**src/include/rdbd_cfg.svh**
```systemverilog
// rdbd register offsets, field positions, reset values
`ifndef RDBD_CFG_SVH
`define RDBD_CFG_SVH
`define RDBD_AW 8
`define RDBD_OFS_CTRL 8'h00
`define RDBD_OFS_STAT 8'h04
`define RDBD_OFS_MASK 8'h08
`define RDBD_OFS_LENPOS 8'h0C
`define RDBD_OFS_ADDR 8'h10
`define RDBD_OFS_MODE 8'h14
`define RDBD_OFS_QSTAT 8'h18
`define RDBD_OFS_QVALID 8'h1C
`define RDBD_CA_BIT 31
`define RDBD_VA_BIT 30
`define RDBD_VT_BIT 29
`define RDBD_LEN_HI 30
`define RDBD_LEN_LO 16
`define RDBD_POS_HI 8
`define RDBD_POS_LO 0
`define RDBD_ST_DONE 0
`define RDBD_ST_ODD 1
`define RDBD_ST_ALIGN 2
`define RDBD_ST_CHAIN 3
`define RDBD_ST_CMP 4
`define RDBD_ST_W 5
`define RDBD_CTRL_EN_RST 1'b1
`define RDBD_MASK_RST 5'h00
`endif

```
**src/include/rdbd_pkg.sv**
```systemverilog
// rdbd shared types and field helpers
package rdbd_pkg;
  typedef enum logic [1:0] {
    RDBD_MODE_PHYS,
    RDBD_MODE_SYS_VIRT_PTR,
    RDBD_MODE_PHYS_PTR
  } rdbd_mode_e;
  typedef enum logic [1:0] {
    RDBD_IDLE,
    RDBD_DECODE,
    RDBD_READY
  } rdbd_fsm_e;
  typedef struct packed {
    logic [31:0] rx_desc_word_one;
    logic [31:0] rx_desc_word_two;
    logic [31:0] rx_desc_word_three;
  } rdbd_desc_s;
  typedef struct packed {
    logic [14:0] buffer_length_field;
    logic [8:0] page_position_field;
    logic [31:0] addr;
    rdbd_mode_e mode;
    logic chain;
  } rdbd_dec_s;
  typedef struct packed {
    logic overflow;
    logic late_collision;
    logic runt;
    logic runt_short;
    logic watchdog;
  } rdbd_cmp_kind_s;
  typedef struct packed {
    logic runt_frame_status;
    logic too_long_status;
    logic collision_status;
    logic frame_type_status;
    logic dribbling_status;
    logic crc_status;
    logic [8:0] other;
  } rdbd_rx_stat_s;
  typedef struct packed {
    rdbd_fsm_e fsm;
    rdbd_desc_s desc;
    rdbd_dec_s dec;
    logic odd_len;
    logic misalign;
    logic next_valid;
    logic desc_close;
    logic ctrl_en;
    logic [4:0] stat;
    logic [4:0] mask;
    rdbd_rx_stat_s qstat;
    rdbd_rx_stat_s qvalid;
    logic dp_act;
    logic dp_wr;
    logic [7:0] dp_addr;
    logic [31:0] hrdata;
  } rdbd_state_s;
  function automatic logic [14:0] rdbd_len(input logic [31:0] w);
    rdbd_len = w[30:16];
  endfunction
  function automatic logic [8:0] rdbd_pos(input logic [31:0] w);
    rdbd_pos = w[8:0];
  endfunction
endpackage

```
**src/logic/rdbd_addr_sel.sv**
```systemverilog
// rdbd descriptor word two and three field decode
`timescale 1ns/100ps
`default_nettype none
`include "rdbd_cfg.svh"
module rdbd_addr_sel (
  input wire rdbd_pkg::rdbd_desc_s desc,
  output rdbd_pkg::rdbd_dec_s dec,
  output logic misalign
);
  import rdbd_pkg::*;
  logic va;
  logic vt;
  always_comb begin
    va = desc.rx_desc_word_one[`RDBD_VA_BIT];
    vt = desc.rx_desc_word_one[`RDBD_VT_BIT];
    // unused bits never reach any output
    dec.buffer_length_field = rdbd_len(desc.rx_desc_word_two); // [RL1] [RL2]
    // position only means something under virtual addressing
    dec.page_position_field = va ? rdbd_pos(desc.rx_desc_word_two)
                                 : 9'h000; // [RL4] [RL5]
    dec.addr = desc.rx_desc_word_three; // [RL7] [RL9] [RL10]
    dec.chain = desc.rx_desc_word_one[`RDBD_CA_BIT]; // [RL10]
    if (!va) begin
      dec.mode = RDBD_MODE_PHYS; // [RL14]
    end else if (vt) begin
      dec.mode = RDBD_MODE_PHYS_PTR; // [RL8] [RL14]
    end else begin
      dec.mode = RDBD_MODE_SYS_VIRT_PTR; // [RL8] [RL14]
    end
    // flags software slips; the buffer itself is still decoded
    misalign = !dec.chain && (va ? dec.page_position_field[0]
                                 : dec.addr[0]); // [RL6]
  end
endmodule
`default_nettype wire

```
**src/logic/rdbd_stat_qual.sv**
```systemverilog
// rdbd receive status validity qualification
`timescale 1ns/100ps
`default_nettype none
module rdbd_stat_qual (
  input wire rdbd_pkg::rdbd_cmp_kind_s kind,
  input wire rdbd_pkg::rdbd_rx_stat_s raw,
  output rdbd_pkg::rdbd_rx_stat_s valid,
  output rdbd_pkg::rdbd_rx_stat_s qual
);
  import rdbd_pkg::*;
  always_comb begin
    valid = '{default: '1};
    if (kind.overflow) begin
      valid.runt_frame_status = 1'b0; // [RL11]
      valid.collision_status = 1'b0; // [RL11]
    end
    if (kind.watchdog) begin
      valid.collision_status = 1'b0; // [RL11]
    end
    if (kind.runt_short) begin
      valid.frame_type_status = 1'b0; // [RL13]
    end
    // any abnormal end spoils dribble and crc
    if (kind.overflow || kind.watchdog || kind.late_collision ||
        kind.runt || kind.runt_short) begin
      valid.dribbling_status = 1'b0; // [RL11] [RL12] [RL13]
      valid.crc_status = 1'b0; // [RL11] [RL12] [RL13]
    end
    qual = raw & valid;
  end
endmodule
`default_nettype wire

```
**src/logic/rdbd_top.sv**
```systemverilog
// rdbd receive descriptor buffer decode with ahb-lite registers
//
// The placing of the registers and the AHB-Lite slave port were chosen for this implementation.
`timescale 1ns/100ps
`default_nettype none
`include "rdbd_cfg.svh"
// Contract
// [RL1] unused descriptor bits ignored, never written
// [RL2] word two bits 30:16 give byte length
// [RL3] software gives even buffer lengths
// [RL4] word two bits 8:0 give page position
// [RL5] page position used only when virtual
// [RL6] software keeps buffers word aligned
// [RL7] virtual: word three is entry address
// [RL8] translation flag picks entry address type
// [RL9] physical: word three is buffer address
// [RL10] chain flag: word three is next descriptor
// [RL11] overflow and timeout spoil some status bits
// [RL12] late collision, runt spoil dribble, crc
// [RL13] short runt also spoils frame type
// [RL14] two flags select addressing mode
// [RL15] chain descriptor first word left untouched
// [RL16] decode words before any buffer write
module rdbd_top (
  input wire logic hclk,
  input wire logic hresetn,
  input wire logic hsel,
  input wire logic [31:0] haddr,
  input wire logic [1:0] htrans,
  input wire logic hwrite,
  input wire logic [2:0] hsize,
  input wire logic [31:0] hwdata,
  input wire logic hready,
  output logic [31:0] hrdata,
  output logic hreadyout,
  output logic hresp,
  input wire logic desc_valid,
  output logic desc_ready,
  input wire rdbd_pkg::rdbd_desc_s desc_in,
  output rdbd_pkg::rdbd_dec_s dec_out,
  output logic data_write_ok,
  input wire logic buf_done,
  output logic desc_close,
  output logic next_desc_valid,
  output logic [31:0] next_desc_addr,
  input wire logic cmp_valid,
  input wire rdbd_pkg::rdbd_cmp_kind_s cmp_kind,
  input wire rdbd_pkg::rdbd_rx_stat_s cmp_raw,
  output rdbd_pkg::rdbd_rx_stat_s stat_out,
  output rdbd_pkg::rdbd_rx_stat_s stat_valid,
  output logic irq
);
  import rdbd_pkg::*;

  ////////////////////////////////////////////////////////////////////////
  rdbd_state_s s_q;
  rdbd_state_s s_d;
  rdbd_dec_s dec_c;
  logic misalign_c;
  rdbd_rx_stat_s qvalid_c;
  rdbd_rx_stat_s qual_c;
  logic addr_ok;
  logic wr_en;
  logic [4:0] set_c;
  logic [4:0] clr_c;

  rdbd_addr_sel u_addr_sel (
    .desc(s_q.desc),
    .dec(dec_c),
    .misalign(misalign_c)
  );

  rdbd_stat_qual u_stat_qual (
    .kind(cmp_kind),
    .raw(cmp_raw),
    .valid(qvalid_c),
    .qual(qual_c)
  );

  ////////////////////////////////////////////////////////////////////////
  always_comb begin
    s_d = s_q;
    set_c = 5'h00;
    clr_c = 5'h00;
    s_d.next_valid = 1'b0;
    s_d.desc_close = 1'b0;
    // bus address phase; only whole-word transfers are supported
    addr_ok = hsel && hready && htrans[1];
    wr_en = s_q.dp_act && s_q.dp_wr;
    s_d.dp_act = addr_ok;
    if (addr_ok) begin
      s_d.dp_wr = hwrite;
      s_d.dp_addr = haddr[7:0];
    end
    if (addr_ok && !hwrite) begin
      unique case (haddr[7:0])
        `RDBD_OFS_CTRL: s_d.hrdata = {31'h0, s_q.ctrl_en};
        `RDBD_OFS_STAT: s_d.hrdata = {27'h0, s_q.stat};
        `RDBD_OFS_MASK: s_d.hrdata = {27'h0, s_q.mask};
        `RDBD_OFS_LENPOS: s_d.hrdata = {1'b0,
          s_q.dec.buffer_length_field, 7'h00,
          s_q.dec.page_position_field}; // [RL1]
        `RDBD_OFS_ADDR: s_d.hrdata = s_q.dec.addr;
        `RDBD_OFS_MODE: s_d.hrdata = {26'h0, s_q.fsm, s_q.misalign,
          s_q.dec.chain, s_q.dec.mode};
        `RDBD_OFS_QSTAT: s_d.hrdata = {17'h0, s_q.qstat};
        `RDBD_OFS_QVALID: s_d.hrdata = {17'h0, s_q.qvalid};
        default: s_d.hrdata = 32'h0000_0000;
      endcase
    end
    // data phase writes
    if (wr_en) begin
      unique case (s_q.dp_addr)
        `RDBD_OFS_CTRL: s_d.ctrl_en = hwdata[0];
        `RDBD_OFS_STAT: clr_c = hwdata[4:0];
        `RDBD_OFS_MASK: s_d.mask = hwdata[4:0];
        default: s_d.ctrl_en = s_q.ctrl_en;
      endcase
    end
    // descriptor walk
    unique case (s_q.fsm)
      RDBD_IDLE: begin
        // words are latched before any data moves
        if (desc_valid && s_q.ctrl_en) begin
          s_d.desc = desc_in; // [RL16]
          s_d.fsm = RDBD_DECODE; // [RL16]
        end
      end
      RDBD_DECODE: begin
        s_d.dec = dec_c; // [RL16]
        s_d.misalign = misalign_c;
        s_d.odd_len = dec_c.buffer_length_field[0]; // [RL3]
        set_c[`RDBD_ST_ODD] = dec_c.buffer_length_field[0]; // [RL3]
        set_c[`RDBD_ST_ALIGN] = misalign_c; // [RL6]
        if (dec_c.chain) begin
          // chained: no buffer, and nothing written back
          s_d.next_valid = 1'b1; // [RL10] [RL15]
          set_c[`RDBD_ST_CHAIN] = 1'b1;
          s_d.fsm = RDBD_IDLE;
        end else begin
          s_d.fsm = RDBD_READY;
        end
      end
      RDBD_READY: begin
        if (buf_done) begin
          s_d.desc_close = 1'b1;
          set_c[`RDBD_ST_DONE] = 1'b1;
          s_d.fsm = RDBD_IDLE;
        end
      end
      default: s_d.fsm = RDBD_IDLE;
    endcase
    if (cmp_valid) begin
      s_d.qstat = qual_c; // [RL11] [RL12] [RL13]
      s_d.qvalid = qvalid_c;
      set_c[`RDBD_ST_CMP] = 1'b1;
    end
    // a new event beats a clear in the same cycle
    s_d.stat = (s_q.stat & ~clr_c) | set_c;
  end

  ////////////////////////////////////////////////////////////////////////
  always_ff @(posedge hclk or negedge hresetn) begin
    if (!hresetn) begin
      s_q <= '0;
      s_q.fsm <= RDBD_IDLE;
      s_q.ctrl_en <= `RDBD_CTRL_EN_RST;
      s_q.mask <= `RDBD_MASK_RST;
    end else begin
      s_q <= s_d;
    end
  end

  ////////////////////////////////////////////////////////////////////////
  // zero wait states; a read is sampled in its address phase
  assign hreadyout = 1'b1;
  assign hresp = 1'b0;
  assign hrdata = s_q.hrdata;
  assign desc_ready = (s_q.fsm == RDBD_IDLE) && s_q.ctrl_en;
  assign data_write_ok = (s_q.fsm == RDBD_READY); // [RL16]
  assign dec_out = s_q.dec;
  assign desc_close = s_q.desc_close;
  assign next_desc_valid = s_q.next_valid;
  assign next_desc_addr = s_q.dec.addr;
  assign stat_out = s_q.qstat;
  assign stat_valid = s_q.qvalid;
  assign irq = |(s_q.stat & s_q.mask);

  ////////////////////////////////////////////////////////////////////////
  chk_capture_first: assert property ( // [RL16]
    @(posedge hclk) disable iff (!hresetn)
    desc_valid && desc_ready |=> s_q.fsm == RDBD_DECODE ##1
      (data_write_ok || next_desc_valid))
    else $error("descriptor not decoded before buffer use");

  chk_no_early_write: assert property ( // [RL16]
    @(posedge hclk) disable iff (!hresetn)
    $rose(data_write_ok) |-> $past(s_q.fsm) == RDBD_DECODE)
    else $error("buffer write allowed without decode");

  chk_length_field: assert property ( // [RL2]
    @(posedge hclk) disable iff (!hresetn)
    s_q.fsm == RDBD_DECODE |=>
      dec_out.buffer_length_field ==
      $past(s_q.desc.rx_desc_word_two[30:16]))
    else $error("buffer length not taken from bits 30:16");

  chk_position_use: assert property ( // [RL4] [RL5]
    @(posedge hclk) disable iff (!hresetn)
    s_q.fsm == RDBD_DECODE |=> dec_out.page_position_field ==
      ($past(s_q.desc.rx_desc_word_one[30]) ?
       $past(s_q.desc.rx_desc_word_two[8:0]) : 9'h000))
    else $error("page position used wrongly");

  chk_phys_mode: assert property ( // [RL9] [RL14]
    @(posedge hclk) disable iff (!hresetn)
    s_q.fsm == RDBD_DECODE && !s_q.desc.rx_desc_word_one[30] |=>
      dec_out.mode == RDBD_MODE_PHYS &&
      dec_out.addr == $past(s_q.desc.rx_desc_word_three))
    else $error("physical buffer address wrong");

  chk_virt_mode: assert property ( // [RL7] [RL8] [RL14]
    @(posedge hclk) disable iff (!hresetn)
    s_q.fsm == RDBD_DECODE && s_q.desc.rx_desc_word_one[30] |=>
      dec_out.mode == ($past(s_q.desc.rx_desc_word_one[29]) ?
        RDBD_MODE_PHYS_PTR : RDBD_MODE_SYS_VIRT_PTR) &&
      dec_out.addr == $past(s_q.desc.rx_desc_word_three))
    else $error("entry pointer mode or address wrong");

  chk_chain_next: assert property ( // [RL10]
    @(posedge hclk) disable iff (!hresetn)
    s_q.fsm == RDBD_DECODE && s_q.desc.rx_desc_word_one[31] |=>
      next_desc_valid && !data_write_ok &&
      next_desc_addr == $past(s_q.desc.rx_desc_word_three))
    else $error("chain descriptor not followed");

  chk_chain_untouched: assert property ( // [RL15]
    @(posedge hclk) disable iff (!hresetn)
    next_desc_valid |-> !desc_close ##1 !desc_close)
    else $error("chain descriptor closed");

  chk_overflow_mask: assert property ( // [RL11]
    @(posedge hclk) disable iff (!hresetn)
    cmp_valid && cmp_kind.overflow && !cmp_kind.runt_short |=>
      !stat_valid.runt_frame_status &&
      !stat_valid.collision_status && !stat_valid.crc_status &&
      stat_valid.too_long_status && stat_valid.frame_type_status &&
      stat_valid.other == 9'h1FF)
    else $error("overflow validity wrong");

  chk_watchdog_mask: assert property ( // [RL11]
    @(posedge hclk) disable iff (!hresetn)
    cmp_valid && cmp_kind == 5'h01 |=> stat_valid.runt_frame_status &&
      !stat_valid.collision_status && !stat_valid.dribbling_status)
    else $error("watchdog validity wrong");

  chk_runt_mask: assert property ( // [RL12]
    @(posedge hclk) disable iff (!hresetn)
    cmp_valid && (cmp_kind == 5'h08 || cmp_kind == 5'h04) |=>
      stat_valid == 15'h79FF &&
      stat_out == ($past(cmp_raw) & 15'h79FF))
    else $error("runt or late collision validity wrong");

  chk_short_runt: assert property ( // [RL13]
    @(posedge hclk) disable iff (!hresetn)
    cmp_valid && (cmp_kind == 5'h02 || cmp_kind == 5'h06) |=>
      stat_valid == 15'h71FF)
    else $error("short runt validity wrong");

  chk_sticky_set: assert property (
    @(posedge hclk) disable iff (!hresetn)
    next_desc_valid |-> s_q.stat[`RDBD_ST_CHAIN] ##1
      s_q.stat[`RDBD_ST_CHAIN] || $past(wr_en))
    else $error("chain event lost");

  chk_lenpos_unused: assert property ( // [RL1]
    @(posedge hclk) disable iff (!hresetn)
    addr_ok && !hwrite && haddr[7:0] == `RDBD_OFS_LENPOS |=>
      hrdata[31] == 1'b0 && hrdata[15:9] == 7'h00)
    else $error("unused descriptor bits shown");

  chk_desc_refused: assert property ( // [RL16]
    @(posedge hclk) disable iff (!hresetn)
    s_q.fsm != RDBD_IDLE || !s_q.ctrl_en |=> $stable(s_q.desc))
    else $error("descriptor taken while busy or disabled");

  chk_stray_done: assert property ( // [RL16]
    @(posedge hclk) disable iff (!hresetn)
    buf_done && !data_write_ok |=> !desc_close)
    else $error("buffer completion taken outside a buffer");

  chk_close_pulse: assert property ( // [RL16]
    @(posedge hclk) disable iff (!hresetn)
    data_write_ok && buf_done |=> desc_close && !data_write_ok ##1
      !desc_close)
    else $error("buffer completion not closed once");

  chk_next_pulse: assert property ( // [RL10]
    @(posedge hclk) disable iff (!hresetn)
    next_desc_valid |-> s_q.fsm == RDBD_IDLE ##1 !next_desc_valid)
    else $error("chain pulse longer than a cycle");

  chk_event_wins: assert property (
    @(posedge hclk) disable iff (!hresetn)
    cmp_valid |=> s_q.stat[`RDBD_ST_CMP])
    else $error("completion event lost to a clear");

  chk_stat_clear: assert property (
    @(posedge hclk) disable iff (!hresetn)
    wr_en && s_q.dp_addr == `RDBD_OFS_STAT && hwdata[`RDBD_ST_CMP] &&
      !cmp_valid |=> !s_q.stat[`RDBD_ST_CMP])
    else $error("completion status not cleared");

  chk_dec_holds: assert property ( // [RL16]
    @(posedge hclk) disable iff (!hresetn)
    data_write_ok && !buf_done |=> data_write_ok && $stable(dec_out))
    else $error("decode changed under a buffer");

  chk_stat_masked: assert property ( // [RL11] [RL12] [RL13]
    @(posedge hclk) disable iff (!hresetn)
    cmp_valid |=> stat_out == ($past(cmp_raw) & stat_valid))
    else $error("status not limited to valid bits");

  chk_mask_write: assert property (
    @(posedge hclk) disable iff (!hresetn)
    wr_en && s_q.dp_addr == `RDBD_OFS_MASK |=>
      s_q.mask == $past(hwdata[4:0]))
    else $error("mask write not applied");

  chk_mode_read: assert property ( // [RL14]
    @(posedge hclk) disable iff (!hresetn)
    addr_ok && !hwrite && haddr[7:0] == `RDBD_OFS_MODE |=>
      hrdata[31:6] == 26'h0 && hrdata[1:0] == $past(s_q.dec.mode))
    else $error("mode readback wrong");

  chk_ctrl_read: assert property (
    @(posedge hclk) disable iff (!hresetn)
    addr_ok && !hwrite && haddr[7:0] == `RDBD_OFS_CTRL |=>
      hrdata == {31'h0, $past(s_q.ctrl_en)})
    else $error("control readback wrong");

  chk_addr_read: assert property ( // [RL7] [RL9] [RL10]
    @(posedge hclk) disable iff (!hresetn)
    addr_ok && !hwrite && haddr[7:0] == `RDBD_OFS_ADDR |=>
      hrdata == $past(s_q.dec.addr))
    else $error("address readback wrong");

  chk_unmapped_read: assert property (
    @(posedge hclk) disable iff (!hresetn)
    addr_ok && !hwrite && haddr[7:0] > `RDBD_OFS_QVALID |=>
      hrdata == 32'h0000_0000)
    else $error("unmapped register not read as zero");
endmodule
`default_nettype wire

```
**config.mk**
```make
export PLATFORM = sky130hd
export DESIGN_NAME = rdbd_top
export DESIGN_NICKNAME = d
export VERILOG_FILES = /design/src/include/rdbd_pkg.sv /design/src/logic/rdbd_addr_sel.sv /design/src/logic/rdbd_stat_qual.sv /design/src/logic/rdbd_top.sv
export VERILOG_INCLUDE_DIRS = /design/src /design/src/include
export SDC_FILE = /design/constraint.sdc
export NUM_CORES = 1
export LEC_CHECK = 0
export BUFFER_PORTS_ARGS = -buffer_cell sky130_fd_sc_hd__buf_2
export CORE_ASPECT_RATIO = 0.8
export CORE_MARGIN = 10
export CORE_UTILIZATION = 36
export DETAILED_ROUTE_END_ITERATION = 8
export SYNTH_ARGS = -nofsm -noshare
export SYNTH_HDL_FRONTEND = slang
export SYNTH_HIERARCHICAL = 1
export SYNTH_SLANG_ARGS = --single-unit
```
**constraint.sdc**
```tcl
create_clock -name hclk -period 1.8 [get_ports hclk]
set_input_delay 0.36 -clock hclk [delete_from_list [all_inputs] [get_ports hclk]]
set_output_delay 0.36 -clock hclk [all_outputs]
set_load 0.01 [all_outputs]
```
==> results.cfg <==
[floorplan]
die_height_um = 172.0
die_area_mm2 = 0.03611
die_width_um = 210.0
placementRows = 55
initial_utilization = 0.3666
core-area_mm2 = 0.02835
io_pins = 353

[cells_and_area]
nets = 1242
area_growth_pct = 13.65
drive_above_1_share = 0.4624
fillers = 2741

[worst_setup_path]
critPathCaptureType = primary output
critical_path_class = flip-flop to primary output
start_kind = flip-flop
cp_data_required_time_ns = 1.44
cp.arrival_ns = 1.51
cp_max_fo = 2

[status]
violations = setup timing
status = complete, but fails checks

[clocking]
cts_tree = done
htreeDepth = 1
numCtsBuffers = 24
cts_max_path_buffers = 3
path_clk_slew_ns = 0.06
root_buffer = clkbuf_16
clock_latency_ns = 0.52
clkSinkCount = 206

[timing]
setup_viol = 31
skew_ns = 0.01261
hold_violations = 0
final_max_slew_viol_count = 0
hold_slack_ns = 0.04229
fin_crit_ns = 1.874
setup_slack_ns = -0.07390
finalSetupTns_ns = -0.7035
fmax_mhz = 533.6
fin_crit_sh = 1.041
rsz0062_at_grt = yes

[run]
cap_violations = 0

[detailed_routing]
drtIter0Drc = 345
via_per_inst = 4.714
ant_nets = 0
wl_per_cell_um = 19.94
firstDrtPassIters = 5
totalWireLength_um = 28610
num_vias = 6764
drc = 0

[global_routing]
grt_overflow_total = 0
grt_usage = 0.1517
grt_pass1_wl_um = 42830
grt_max_degree = 66
antenna_found_initial = 2
grt_pass1_vias = 6975

[power_and_ir_drop]
leakage_nw = 6.146
p_per_area_mw_per_mm2 = 1266
max-vdd-ir-drop_v = 0.0008565

[place]
io_buffers = 258
place_congestion = 0.8049
post-dp-hpwl_um = 20550

[min_path]
hold_path_class = input port to flip-flop

[synth]
avgSynthCellArea_um2 = 10.67
synthCells = 974
synth_warnings = 6
synth_area_mm2 = 0.01039
## worst max-delay path, cell delays in order (launching register included)
cell	delay (ns)
dfstp_2	0.53
nor3b_4	0.23
buf_4	0.15
buf_6	0.09
## layer usage
layer,global-route usage,part of all wire,vias to the layer above
met3,0.03876,0.071,38
li1,-,-,3129
met1,0.2130,0.47,3365
met4,0.02872,0.017,2
met2,0.2323,0.44,230
met5,0,0.00045,-
## registers in the layout, summed over array words and instances, names as in the netlist
name / count
desc_close: 1
next_desc_addr: 32
next_desc_valid: 1
stat_out: 15
dec_out: 27
s_q: 83
hrdata: 32
stat_valid: 15
## cell type report
| type | count | area [µm²] | area share |
|---|---|---|---|
| Sequential cell | 206 | 5156 | 0.4365 |
| Timing Repair Buffer | 310 | 1866 | 0.1579 |
| Clock buffer | 34 | 679.4 | 0.05752 |
| Antenna cell | 1 | 2.502 | 0.0002118 |
| Tap cell | 370 | 462.9 | 0.03919 |
| Clock inverter | 7 | 87.58 | 0.007414 |
| Inverter | 5 | 18.77 | 0.001589 |
| Multi-Input combinational cell | 502 | 3540 | 0.2996 |
## where the power goes
part	switching [W]	internal [W]	leakage, nW	total (W)
Clock	0.00195	0.00290	0.375	0.00485
Sequential	0.000934	0.00577	2.70	0.00671
Combinational	0.00155	0.00186	3.07	0.00341
## path summary, 6_finish.rpt
check,start,to,slack (ns),cells past startpoint
worst max-delay path,s_q[82],desc_ready,-0.07,3
worst min-delay path,buf_done,s_q[243],0.04,2
worst max register to register,s_q[82],s_q[167],-0.06,5
worst min register to register,s_q[199],dec_out[49],0.46,2
max in group asynchronous,hresetn,s_q[82],0.88,3
min in group asynchronous,hresetn,dec_out[54],0.26,2
## per-stage QoR
stage                     cells  total power [W]  setup WS (ns)  utilization  cell area [µm²]
final                      1435          0.01496       -0.07390       0.4166            11810
after CTS                  1430          0.01472        -0.1170       0.4077            11560
after global routing       1434          0.01579        -0.1411       0.4165            11810
after floorplan             983         0.009748        0.07346            -            10430
after detailed placement   1383         0.009760       0.001363       0.3776            10710
after global placement     1383         0.009657        0.02049       0.3776            10710
## cell usage in the layout (no fill, tap or decap), types with 7 or more instances in the layout
| master | instances |
|---|---|
| mux2_4 | 54 |
| mux2_2 | 55 |
| o21ai_2 | 8 |
| a22oi_2 | 10 |
| buf_12 | 11 |
| nand2_1 | 226 |
| conb_1 | 12 |
| clkbuf_16 | 26 |
| buf_2 | 255 |
| o21ai_1 | 21 |
| clkbuf_1 | 7 |
| buf_4 | 38 |
| nor2_1 | 9 |
| dfrtp_1 | 205 |
| a22oi_1 | 12 |
| a21oi_1 | 9 |
| and2_1 | 12 |
## what timing repair did
item	4_1_cts	5_1_grt
gates resized for setup	9	53
gates cloned	0	2
pin swaps	2	4
endpoints found under the hold margin	88	0
buffers inserted	5	2
endpoints found under the setup margin	13	69
hold buffers	1	0
Power figures use the tool's default switching activity.
